`src/serial_if_map.vh`:
```
// register map, field positions, reset values and counts of the serial interface
`ifndef SERIAL_IF_MAP_VH
`define SERIAL_IF_MAP_VH

// ========================================
// register byte addresses
`define ADDR_STATUS 32'hffff_0a00
`define ADDR_RX 32'hffff_0a04
`define ADDR_TX 32'hffff_0a08
`define ADDR_DIV 32'hffff_0a0c
`define ADDR_CTRL 32'hffff_0a10
`define ADDR_ISTAT 32'hffff_0a14
`define ADDR_IMASK 32'hffff_0a18

// ========================================
// reset values
`define RST_STATUS 8'h00
`define RST_RX 8'h00
`define RST_DIV 8'h1b
`define RST_CTRL 9'h000
`define RST_IRQ 4'h0

// ========================================
// status bits
`define ST_OVF 5
`define ST_RXIRQ 4
`define ST_RXFULL 3
`define ST_UNDF 2
`define ST_TXIRQ 1
`define ST_BUSY 0

// ========================================
// control bits
`define CT_EN 0
`define CT_MASTER 1
`define CT_CPHA 2
`define CT_CPOL 3
`define CT_LSB 5
`define CT_TMODE 6
`define CT_UMODE 7
`define CT_OVW 8

// ========================================
// interrupt status bits
`define IS_RX 0
`define IS_TX 1
`define IS_OVF 2
`define IS_UNDF 3

// ========================================
// transfer counts
`define HALF_LAST 4'hf
`define HALF_FIRST 4'h0

`endif

```
`src/sync_2ff.v`:
```
// two flip-flop synchroniser for pin inputs
`timescale 1ns/1ns
`default_nettype none

module sync_2ff #(
  parameter WIDTH = 1,
  parameter [WIDTH-1:0] RESET_VAL = {WIDTH{1'b0}}
) (
  input wire clk_sys_in,
  input wire rst_n_in,
  input wire ce_in,
  input wire [WIDTH-1:0] d_in,
  output wire [WIDTH-1:0] q_out
);

  reg [WIDTH-1:0] meta_q;
  reg [WIDTH-1:0] sync_q;

  always @(posedge clk_sys_in) begin
    if (!rst_n_in) begin
      meta_q <= RESET_VAL;
      sync_q <= RESET_VAL;
    end else if (ce_in) begin
      meta_q <= d_in;
      sync_q <= meta_q;
    end
  end

  assign q_out = sync_q;

endmodule

`default_nettype wire

```
`src/serial_clock_gen.v`:
```
// half-period tick generator for the serial clock
`timescale 1ns/1ns
`default_nettype none

module serial_clock_gen (
  input wire clk_sys_in,
  input wire rst_n_in,
  input wire ce_in,
  input wire run_in,
  input wire [7:0] divider_in,
  output wire tick_out
);

  reg [7:0] cnt_q;
  reg tick_q;

  // half period is divider plus one system cycles
  always @(posedge clk_sys_in) begin
    if (!rst_n_in) begin
      cnt_q <= 8'h00;
      tick_q <= 1'b0;
    end else if (ce_in) begin
      if (!run_in) begin
        cnt_q <= 8'h00;
        tick_q <= 1'b0;
      end else if (cnt_q >= divider_in) begin
        cnt_q <= 8'h00;
        tick_q <= 1'b1;
      end else begin
        cnt_q <= cnt_q + 8'h01;
        tick_q <= 1'b0;
      end
    end
  end

  assign tick_out = tick_q;

endmodule

`default_nettype wire

```
`src/serial_if_regs.v`:
```
// serial interface status, data and divider registers with shift engine
`timescale 1ns/1ns
`default_nettype none
`include "serial_if_map.vh"

module serial_if_regs (
  input wire clk_sys_in,
  input wire rst_n_in,
  input wire ce_in,
  input wire [31:0] address_in,
  input wire read_in,
  input wire write_in,
  input wire [31:0] writedata_in,
  output wire [31:0] readdata_out,
  output wire waitrequest_out,
  output wire irq_out,
  input wire sclk_in,
  output wire sclk_out,
  output wire sclk_oe_out,
  input wire mosi_in,
  output wire mosi_out,
  output wire mosi_oe_out,
  input wire miso_in,
  output wire miso_out,
  output wire miso_oe_out,
  input wire ss_n_in,
  output wire ss_n_out
);

  // ========================================
  // state
  reg waitrequest_q;
  reg [31:0] readdata_q;
  reg [8:0] ctrl_q;
  reg [7:0] div_q;
  reg [7:0] rx_q;
  reg [7:0] tx_hold_q;
  reg [7:0] last_tx_q;
  reg tx_full_q;
  reg busy_q;
  reg undf_q;
  reg tx_irq_q;
  reg rx_full_q;
  reg ovf_q;
  reg rx_irq_q;
  reg [3:0] istat_q;
  reg [3:0] imask_q;
  reg irq_q;
  reg active_q;
  reg [3:0] half_q;
  reg [7:0] tx_sh_q;
  reg [7:0] rx_sh_q;
  reg sclk_prev_q;
  reg ss_prev_q;
  reg sclk_q;
  reg sclk_oe_q;
  reg mosi_q;
  reg mosi_oe_q;
  reg miso_q;
  reg miso_oe_q;
  reg ss_n_q;

  // ========================================
  // pin synchronisers
  wire [3:0] pin_s;
  wire ss_s;
  wire sclk_s;
  wire mosi_s;
  wire miso_s;

  sync_2ff #(.WIDTH(4), .RESET_VAL(4'h8)) u_pin_sync (
    .clk_sys_in(clk_sys_in),
    .rst_n_in(rst_n_in),
    .ce_in(ce_in),
    .d_in({ss_n_in, sclk_in, mosi_in, miso_in}),
    .q_out(pin_s)
  );

  assign ss_s = pin_s[3];
  assign sclk_s = pin_s[2];
  assign mosi_s = pin_s[1];
  assign miso_s = pin_s[0];

  // ========================================
  // bus decode
  wire acc = (read_in | write_in) & waitrequest_q;
  wire rd_acc = acc & read_in;
  wire wr_acc = acc & write_in;
  wire rx_read = rd_acc & (address_in == `ADDR_RX);
  wire istat_read = rd_acc & (address_in == `ADDR_ISTAT);
  wire tx_write = wr_acc & (address_in == `ADDR_TX);
  wire div_write = wr_acc & (address_in == `ADDR_DIV);
  wire ctrl_write = wr_acc & (address_in == `ADDR_CTRL);
  wire imask_write = wr_acc & (address_in == `ADDR_IMASK);

  // ========================================
  // control fields
  wire en = ctrl_q[`CT_EN];
  wire master = en & ctrl_q[`CT_MASTER];
  wire slave = en & ~ctrl_q[`CT_MASTER];
  wire cpha = ctrl_q[`CT_CPHA];
  wire cpol = ctrl_q[`CT_CPOL];
  wire lsb = ctrl_q[`CT_LSB];
  wire tmode = ctrl_q[`CT_TMODE];
  wire umode = ctrl_q[`CT_UMODE];
  wire ovw = ctrl_q[`CT_OVW];

  // ========================================
  // serial clock and edges
  wire tick;

  serial_clock_gen u_clock_gen (
    .clk_sys_in(clk_sys_in),
    .rst_n_in(rst_n_in),
    .ce_in(ce_in),
    .run_in(active_q & master),
    .divider_in(div_q),
    .tick_out(tick)
  );

  wire sl_edge = slave & active_q & ~ss_s & (sclk_s ^ sclk_prev_q);
  wire edge_ev = active_q & (master ? tick : sl_edge);
  wire leading = edge_ev & ~half_q[0];
  wire trailing = edge_ev & half_q[0];
  wire sample = cpha ? trailing : leading;
  wire shift = cpha ? (leading & (half_q != `HALF_FIRST)) : (trailing & (half_q != `HALF_LAST));
  wire done = edge_ev & (half_q == `HALF_LAST);
  wire in_bit = master ? miso_s : mosi_s;

  // ========================================
  // transfer start and stop
  wire start_m = master & ~active_q & (tmode ? tx_full_q : rx_read);
  wire start_s = slave & ~active_q & ss_prev_q & ~ss_s;
  wire start = start_m | start_s;
  wire abort = active_q & (~en | (~ctrl_q[`CT_MASTER] & ss_s));
  wire undf_evt = start & ~tx_full_q;
  wire [7:0] load_byte = tx_full_q ? tx_hold_q : (umode ? last_tx_q : 8'h00);

  reg [7:0] tx_sh_d;
  reg [7:0] rx_sh_d;

  always @* begin
    tx_sh_d = tx_sh_q;
    rx_sh_d = rx_sh_q;
    if (start) begin
      tx_sh_d = load_byte;
    end else if (shift) begin
      tx_sh_d = lsb ? {1'b0, tx_sh_q[7:1]} : {tx_sh_q[6:0], 1'b0};
    end
    if (sample) begin
      rx_sh_d = lsb ? {in_bit, rx_sh_q[7:1]} : {rx_sh_q[6:0], in_bit};
    end
  end

  wire active_d = start | (active_q & ~done & ~abort);
  wire out_bit = lsb ? tx_sh_d[0] : tx_sh_d[7];

  // ========================================
  // flags
  wire ovf_evt = done & rx_full_q & ~rx_read;
  wire rx_load = done & (~rx_full_q | rx_read | ovw);
  wire rx_full_d = rx_load | (rx_full_q & ~rx_read);
  wire ovf_d = ovf_evt | (ovf_q & ~rx_read);
  wire rx_irq_d = rx_full_d | ovf_d;
  wire tx_full_d = tx_write | (tx_full_q & ~start);
  wire busy_d = tx_write | (busy_q & ~((done | abort) & ~tx_full_q));
  wire undf_d = undf_evt | (undf_q & ~tx_write);
  wire tx_irq_d = (~busy_d | undf_d) & (en | busy_d);

  wire [7:0] status = {2'b00, ovf_q, rx_irq_q, rx_full_q, undf_q, tx_irq_q, busy_q};

  // ========================================
  // interrupt events
  wire [3:0] ev;
  assign ev[`IS_RX] = rx_load & (~master | ~tmode);
  assign ev[`IS_TX] = done & (~master | tmode);
  assign ev[`IS_OVF] = ovf_evt;
  assign ev[`IS_UNDF] = undf_evt;
  wire [3:0] istat_d = (istat_q & ~{4{istat_read}}) | ev;

  // ========================================
  // read mux
  reg [31:0] rdata_d;

  always @* begin
    rdata_d = 32'h0000_0000;
    case (address_in)
      `ADDR_STATUS: rdata_d = {24'h00_0000, status};
      `ADDR_RX: rdata_d = {24'h00_0000, rx_q};
      `ADDR_DIV: rdata_d = {24'h00_0000, div_q};
      `ADDR_CTRL: rdata_d = {23'h00_0000, ctrl_q};
      `ADDR_ISTAT: rdata_d = {28'h000_0000, istat_q};
      `ADDR_IMASK: rdata_d = {28'h000_0000, imask_q};
      default: rdata_d = 32'h0000_0000;
    endcase
  end

  // ========================================
  // registers
  always @(posedge clk_sys_in) begin
    if (!rst_n_in) begin
      waitrequest_q <= 1'b1;
      readdata_q <= 32'h0000_0000;
      ctrl_q <= `RST_CTRL;
      div_q <= `RST_DIV;
      rx_q <= `RST_RX;
      tx_hold_q <= 8'h00;
      last_tx_q <= 8'h00;
      tx_full_q <= 1'b0;
      busy_q <= 1'b0;
      undf_q <= 1'b0;
      tx_irq_q <= 1'b0;
      rx_full_q <= 1'b0;
      ovf_q <= 1'b0;
      rx_irq_q <= 1'b0;
      istat_q <= `RST_IRQ;
      imask_q <= `RST_IRQ;
      irq_q <= 1'b0;
      active_q <= 1'b0;
      half_q <= 4'h0;
      tx_sh_q <= 8'h00;
      rx_sh_q <= 8'h00;
      sclk_prev_q <= 1'b0;
      ss_prev_q <= 1'b1;
      sclk_q <= 1'b0;
      sclk_oe_q <= 1'b0;
      mosi_q <= 1'b0;
      mosi_oe_q <= 1'b0;
      miso_q <= 1'b0;
      miso_oe_q <= 1'b0;
      ss_n_q <= 1'b1;
    end else if (ce_in) begin
      waitrequest_q <= ~acc;
      if (rd_acc) begin
        readdata_q <= rdata_d;
      end
      if (ctrl_write) begin
        ctrl_q <= writedata_in[8:0];
      end
      if (div_write) begin
        div_q <= writedata_in[7:0];
      end
      if (imask_write) begin
        imask_q <= writedata_in[3:0];
      end
      if (tx_write) begin
        tx_hold_q <= writedata_in[7:0];
      end
      if (start) begin
        last_tx_q <= load_byte;
      end
      if (rx_load) begin
        rx_q <= rx_sh_d;
      end
      tx_full_q <= tx_full_d;
      busy_q <= busy_d;
      undf_q <= undf_d;
      tx_irq_q <= tx_irq_d;
      rx_full_q <= rx_full_d;
      ovf_q <= ovf_d;
      rx_irq_q <= rx_irq_d;
      istat_q <= istat_d;
      irq_q <= |(istat_d & imask_q);
      active_q <= active_d;
      if (start) begin
        half_q <= `HALF_FIRST;
      end else if (edge_ev) begin
        half_q <= half_q + 4'h1;
      end
      tx_sh_q <= tx_sh_d;
      rx_sh_q <= rx_sh_d;
      sclk_prev_q <= sclk_s;
      ss_prev_q <= ss_s;
      if (!(active_d & master)) begin
        sclk_q <= cpol;
      end else if (edge_ev) begin
        sclk_q <= ~sclk_q;
      end
      sclk_oe_q <= master;
      mosi_oe_q <= master;
      miso_oe_q <= slave & ~ss_s;
      mosi_q <= out_bit;
      miso_q <= out_bit;
      ss_n_q <= ~(master & active_d);
    end
  end

  // ========================================
  // outputs
  assign readdata_out = readdata_q;
  assign waitrequest_out = waitrequest_q;
  assign irq_out = irq_q;
  assign sclk_out = sclk_q;
  assign sclk_oe_out = sclk_oe_q;
  assign mosi_out = mosi_q;
  assign mosi_oe_out = mosi_oe_q;
  assign miso_out = miso_q;
  assign miso_oe_out = miso_oe_q;
  assign ss_n_out = ss_n_q;

endmodule

`default_nettype wire

```
`config.mk`:
```
export PLATFORM = sky130hd
export DESIGN_NAME = serial_if_regs
export DESIGN_NICKNAME = d
export VERILOG_FILES = /design/src/sync_2ff.v /design/src/serial_clock_gen.v /design/src/serial_if_regs.v
export VERILOG_INCLUDE_DIRS = /design/src /design/src/src
export SDC_FILE = /design/constraint.sdc
export NUM_CORES = 1
export LEC_CHECK = 0
export BUFFER_PORTS_ARGS = -buffer_cell sky130_fd_sc_hd__buf_2
export CAP_MARGIN = 20
export CORE_ASPECT_RATIO = 0.75
export CORE_UTILIZATION = 60
export CTS_BUF_LIST = sky130_fd_sc_hd__clkbuf_16
export CTS_CLUSTER_DIAMETER = 40
export DETAILED_ROUTE_END_ITERATION = 6
export GPL_TIMING_DRIVEN = 0
export MAX_ROUTING_LAYER = met4
export PLACE_DENSITY = 0.85
export SYNTH_ARGS = -nofsm -noshare
export SYNTH_HDL_FRONTEND = slang
export SYNTH_HIERARCHICAL = 1
export SYNTH_SLANG_ARGS = --single-unit
```
`constraint.sdc`:
```
create_clock -name clk_sys_in -period 6.95 [get_ports clk_sys_in]
set_input_delay 0.3475 -clock clk_sys_in [delete_from_list [all_inputs] [get_ports clk_sys_in]]
set_output_delay 0.3475 -clock clk_sys_in [all_outputs]
set_load 0.01 [all_outputs]
```
### Word level (Yosys, flattened, before mapping)

Index checks and enable logic that the tools add are counted.
W data, S select, Z words.

* multiply operators: 0
* order comparisons: 1
* bitwise operators: 86
* add/sub/neg operators: 2
* div/mod/pow operators: 0
* mux-type cells: 22
* equality and inequality tests: 10
* shift-type cells: 0
* reduce and logical (&&, ||, !) cells: 14

Operators by type and width (number)
* $eq A32 B32 Y1 const B: 7
* $mux W8: 9
* $pmux W9 S6: 1
* $and A1 B1 Y1: 45
* $reduce_and A2 Y1: 10
* $not A1 Y1: 19
* $or A1 B1 Y1: 17
* $mux W1: 10
* $add A8 B1 Y8 const B: 1
* $and A4 B4 Y4: 2
* $ge A8 B8 Y1: 1
* $mux W4: 2
* $add A4 B1 Y4 const B: 1
* $eq A4 B4 Y1 const B: 1
* $ne A4 B4 Y1 const B: 1
* $not A4 Y4: 1
* $or A4 B4 Y4: 1
* $reduce_bool A2 Y1: 2
* $reduce_bool A4 Y1: 1
* $reduce_or A4 Y1: 1
* $ne A2 B2 Y1 const B: 1
* $xor A1 B1 Y1: 1

* memory bits (read-only): 0
* memory bits (writable): 0
* word-level logic and storage cells: 168
* bits in latches: 0
* input port bits: 73
* memories: 0
* bits in registers: 135
* output and inout bits: 41

### Depth between registers and ports, before layout

* depth after elaboration: 16
* gate-level depth with buffers: 8
* depth with buffers taken out: 8

### Modules after synthesis

Netlist, hierarchy kept.

By module, submodules not included
* serial_if_regs: times used 1, area an instance 5111.2 um^2, cells each 556
* serial_clock_gen: times used 1, area an instance 732.0 um^2, cells each 85
* sync_2ff: times used 1, area an instance 296.5 um^2, cells each 25

### Worst setup path after synthesis

OpenSTA, ideal clock, no wires.

* path type: input to register
* start point: in address_in[5]
* end point: reg ctrl_q[5]
* slack: 4.491 ns
* cell stages on the path: 7
* library setup time: 0.117 ns
* data arrival time: 2.342 ns
* path buffers: 1
* cell sequence: or4b_4 -> or4_4 -> nor4_4 -> nand3b_2 -> buf_6 -> mux2i_1 -> nor2b_1

* longest elaborated chain between the ends: 3

RTL lines
* from (decl): line serial_if_regs.v:10 `input wire [31:0] address_in,`
* $eq A32 B32 Y1
* $and A1 B1 Y1: line serial_if_regs.v:93 `` wire ctrl_write = wr_acc & (address_in == `ADDR_CTRL); ``
* $reduce_and A2 Y1 (no line)
* to (signal assigned): line serial_if_regs.v:204 `` ctrl_q <= `RST_CTRL; ``
* to (signal assigned): line serial_if_regs.v:238 `ctrl_q <= writedata_in[8:0];`
* to (decl): line serial_if_regs.v:34 `reg [8:0] ctrl_q;`

No other way between the ends.
A chain may end at the register's enable or synchronous reset.

### Worst setup path in the final report

* start point: reg ctrl_q[1]
* end point: reg last_tx_q[5]

* longest elaborated chain between the ends: 7

RTL lines
* $not A1 Y1: line serial_if_regs.v:100 `` wire slave = en & ~ctrl_q[`CT_MASTER]; ``
* $and A1 B1 Y1: line serial_if_regs.v:100
* $and A1 B1 Y1 (3 in a row): line serial_if_regs.v:133 `wire start_s = slave & ~active_q & ss_prev_q & ~ss_s;`
* $or A1 B1 Y1 *: line serial_if_regs.v:134 `wire start = start_m | start_s;`
* $reduce_and A2 Y1 (no line) *
* to (signal assigned): line serial_if_regs.v:250 `last_tx_q <= load_byte;`
* to (decl): line serial_if_regs.v:38 `reg [7:0] last_tx_q;`

Mark *: on every way between the ends. The rest lies on a longest branch, timed or not.

==> results by group <==
Power
  – Comb pwr share: 7.2%
  – PwrDens: about 190 mW/mm^2
  – Sequential share of power: 49.0%
  – Pint: roughly 1 mW
  – Sw Share: around a quarter
  – Lkg Pwr: roughly 3 nW
  – Net switching power: roughly 0.32 mW
  – Maximum VDD drop: 127 uV
  – Clock group share of total power: ~44%

GRT
  – Gr ovfl total: 0
  – Gr usage total: 33.9%
  – Largest net degree at the start of global routing: 21
  – Vias in the first global route: roughly 5000
  – First-pass GRT wire length: ~26000 microns
  – Initial antenna violation count: 0

STA
  – Hold Vio Cnt, Final: 0
  – Sum Neg Setup Slack: 0 ns
  – Max_slew headroom: roughly 45%
  – Max Fclk: approximately 340 MHz
  – Min Tclk post-route: approximately 3.0 ns
  – Final Skew: ~0.0057 ns
  – # setup viols final: 0
  – Worst Max-Slew Pin Slew: 0.824 ns
  – RSZ-0062 raised after global routing: false
  – Final Max Tran Viols: 0
  – Final period util: between 40% and 50%

CTS
  – CTS Buf Count: 9
  – CTS Buffer Depth: 2
  – H-tree levels: 3
  – Worst skew pair latency: between 0.3 and 0.4 ns
  – Clock transition at the registers of the reported paths: 0.08 ns
  – Clock Tree Root: clkbuf_16
  – Post-cts resize count: 0
  – CTS tree: built
  – CTS Sinks: 112
  – Post-CTS Setup Bufs: 0
  – Post-CTS Hold Fix Bufs: 0

Flow run
  – Number of max-cap violations: 0

Setup path
  – WP data arrival: ~3.2 ns
  – Crit path launch type: flop
  – Critical path class: flop to flop
  – Crit end category: flop
  – Crit Path Max Fanout: 10
  – CP Data Required Time: just over 7 ns

Outcome
  – Run status: completed

Final layout
  – Fillers: ~750
  – Share of layout cells above drive strength 1: between 20% and 30%
  – Final core occ: 72.0%
  – Cell Count, Final, Fillers Out: 903
  – ANT cells: 0
  – Final net count: 850
  – Area delta synth->final: 15.0%

Synth
  – FF+latch count, synth: ~110
  – EDFF count, synth: 0
  – Synthesized area per cell: a little over 9 sq um
  – Synth Instances: 666
  – Ys flop type: dfxtp_1
  – Yosys cell types: 69
  – Synth async-reset ratio: 0%
  – Synth warn: 6
  – Seq/Total Area, Yosys: 36.5%
  – Syn Std Cell Area: about 0.0061 sq mm

Routing
  – Vias per Instance: 6.09
  – Iteration-0 DRC Markers: 531
  – Drt first pass iters: 5
  – Wirelength per Cell: just under 20 microns
  – DRT Wirelength: between 15000 and 20000 microns
  – Routed Antenna Nets: 0
  – DRC: 0
  – Vias: roughly 5500

Placed design
  – Placed cells: between 800 and 900
  – Input/output buffers: between 60 and 70
  – DPL Wire Length: 13400 microns
  – RD Place Congestion: 0.974

Hold path
  – Type of the worst min-delay path: primary input to flop

Floorplan
  – Die ar.: approximately 0.011 sq mm
  – Total core area: roughly 0.0098 sq mm
  – Starting Density: a little over three fifths
  – I/O pin total: between 100 and 150
  – Row Count: 31
  – DIE HEIGHT: 89.6 microns
  – Floorplan die width: between 100 and 150 microns
[power groups by stage]
stage                     registers [mW]  clock network (mW)  logic, mW
final                              0.650               0.581     0.0958
after global routing               0.650               0.612      0.102
after CTS                          0.650               0.585     0.0931
after detailed placement           0.665                   0     0.0928
after global placement             0.665                   0     0.0911
after floorplan                    0.665                   0     0.0531
[logic make-up after synthesis]
logic type / count (synthesis) / synth area share (%)
flops: 112 / 36.5
compound gates: 141 / 17.5
buf+inv: 79 / 6.66
xor+xnor: 3 / 0.428
other cells: 1 / 0.0611
mux: 81 / 13.6
simple gates: 238 / 23.0
fa+ha+maj: 11 / 2.24
[layout make-up]
class / count / area (sq um) / area share, %
clock inverter: 7 / 114 / 1.61
sequential: 112 / 2240 / 31.8
inverter: 19 / 71.3 / 1.01
buffer: 60 / 338 / 4.78
timing repair buffer: 67 / 335 / 4.75
clock buffer: 9 / 225 / 3.19
tap: 132 / 165 / 2.34
multi-input combinational: 497 / 3570 / 50.6
[cell usage after synthesis (all sizes together), types with 11 or more instances]
master / instances / area share [%]
dfxtp: 112 / 37
nor2b: 64 / 6.5
mux2i: 61 / 9.9
nand2: 45 / 2.8
buf: 32 / 3.8
nand3: 31 / 2.5
clkbuf: 28 / 1.7
a21oi: 22 / 2.1
mux2: 20 / 3.7
a22oi: 19 / 2.3
inv: 19 / 1.2
nor2: 18 / 1.1
o21ai: 16 / 1.3
nand4: 13 / 1.4
a21boi: 11 / 1.6
ha: 11 / 2.2
[critical path, stage by stage, from the launching register on]
cell	delay (ns)
dfxtp_1	0.37
clkbuf_1	0.41
nand3b_1	0.27
nor4_1	0.40
a31oi_1	0.28
nor2_1	0.58
buf_2	0.34
nand2_1	0.09
o211a_1	0.13
[cells in the final DEF (no fill, tap or decap), types with 5 or more instances in the layout]
cell | Yosys | layout
clkbuf_16 | 0 | 9
a31oi_1 | 5 | 5
o22ai_1 | 9 | 9
dfxtp_1 | 112 | 112
inv_1 | 19 | 19
nor2_1 | 18 | 18
mux2_2 | 20 | 20
nand3_1 | 31 | 31
and2_1 | 9 | 9
nand2_1 | 45 | 45
a21oi_1 | 19 | 19
a22oi_1 | 19 | 19
o21ai_0 | 15 | 15
nor2b_1 | 64 | 64
a32oi_1 | 6 | 6
o211a_1 | 10 | 10
o21a_1 | 10 | 10
buf_4 | 25 | 25
mux2i_1 | 61 | 61
ha_1 | 11 | 11
buf_2 | 3 | 70
clkbuf_1 | 28 | 28
or3_1 | 5 | 5
nand4_1 | 12 | 12
nand3b_1 | 8 | 8
a21boi_0 | 6 | 6
nand2b_1 | 10 | 10
conb_1 | 1 | 23
and3_1 | 8 | 8
[metal layers]
metal,up-vias,routed length (microns),track usage [%]
li1,2581,-,-
met1,2659,7720,42.3
met2,230,7990,55.1
met3,31,1430,8.33
met4,0,323,9.90
met5,-,0,-
[worst paths after layout]
path | start | endpoint | slack [ns] | cells after the start
max | ctrl_q[1] | last_tx_q[5] | 3.98 | 8
min | ss_n_in | u_pin_sync/meta_q[3] | 0.23 | 3
max reg2reg | ctrl_q[1] | last_tx_q[5] | 3.98 | 8
min reg2reg | readdata_out[4] | readdata_out[4] | 0.47 | 2
[per-stage QoR]
step | setup slack [ns] | power, mW | area (sq um) | hold slack (ns)
2_1_floorplan | 4.49 | 0.718 | 6220 | 0.409
3_3_place_gp | 3.86 | 0.756 | 6720 | 0.446
3_5_place_dp | 3.86 | 0.758 | 6720 | 0.453
4_1_cts | 4.11 | 1.33 | 7060 | 0.229
5_1_grt | 3.97 | 1.36 | 7060 | 0.251
6_report | 3.98 | 1.33 | 7060 | 0.231
[state kept, by name, indices dropped and copies added (netlist names), 4 cells and up]
register / flops
rx_q: 8
istat_q: 4
u_pin_sync/meta_q: 4
rx_sh_q: 8
imask_q: 4
u_pin_sync/q_out: 4
tx_sh_q: 8
u_clock_gen/cnt_q: 8
div_q: 8
ctrl_q: 9
readdata_out: 9
tx_hold_q: 8
last_tx_q: 8
half_q: 4
Power figures use the tool's default switching activity.
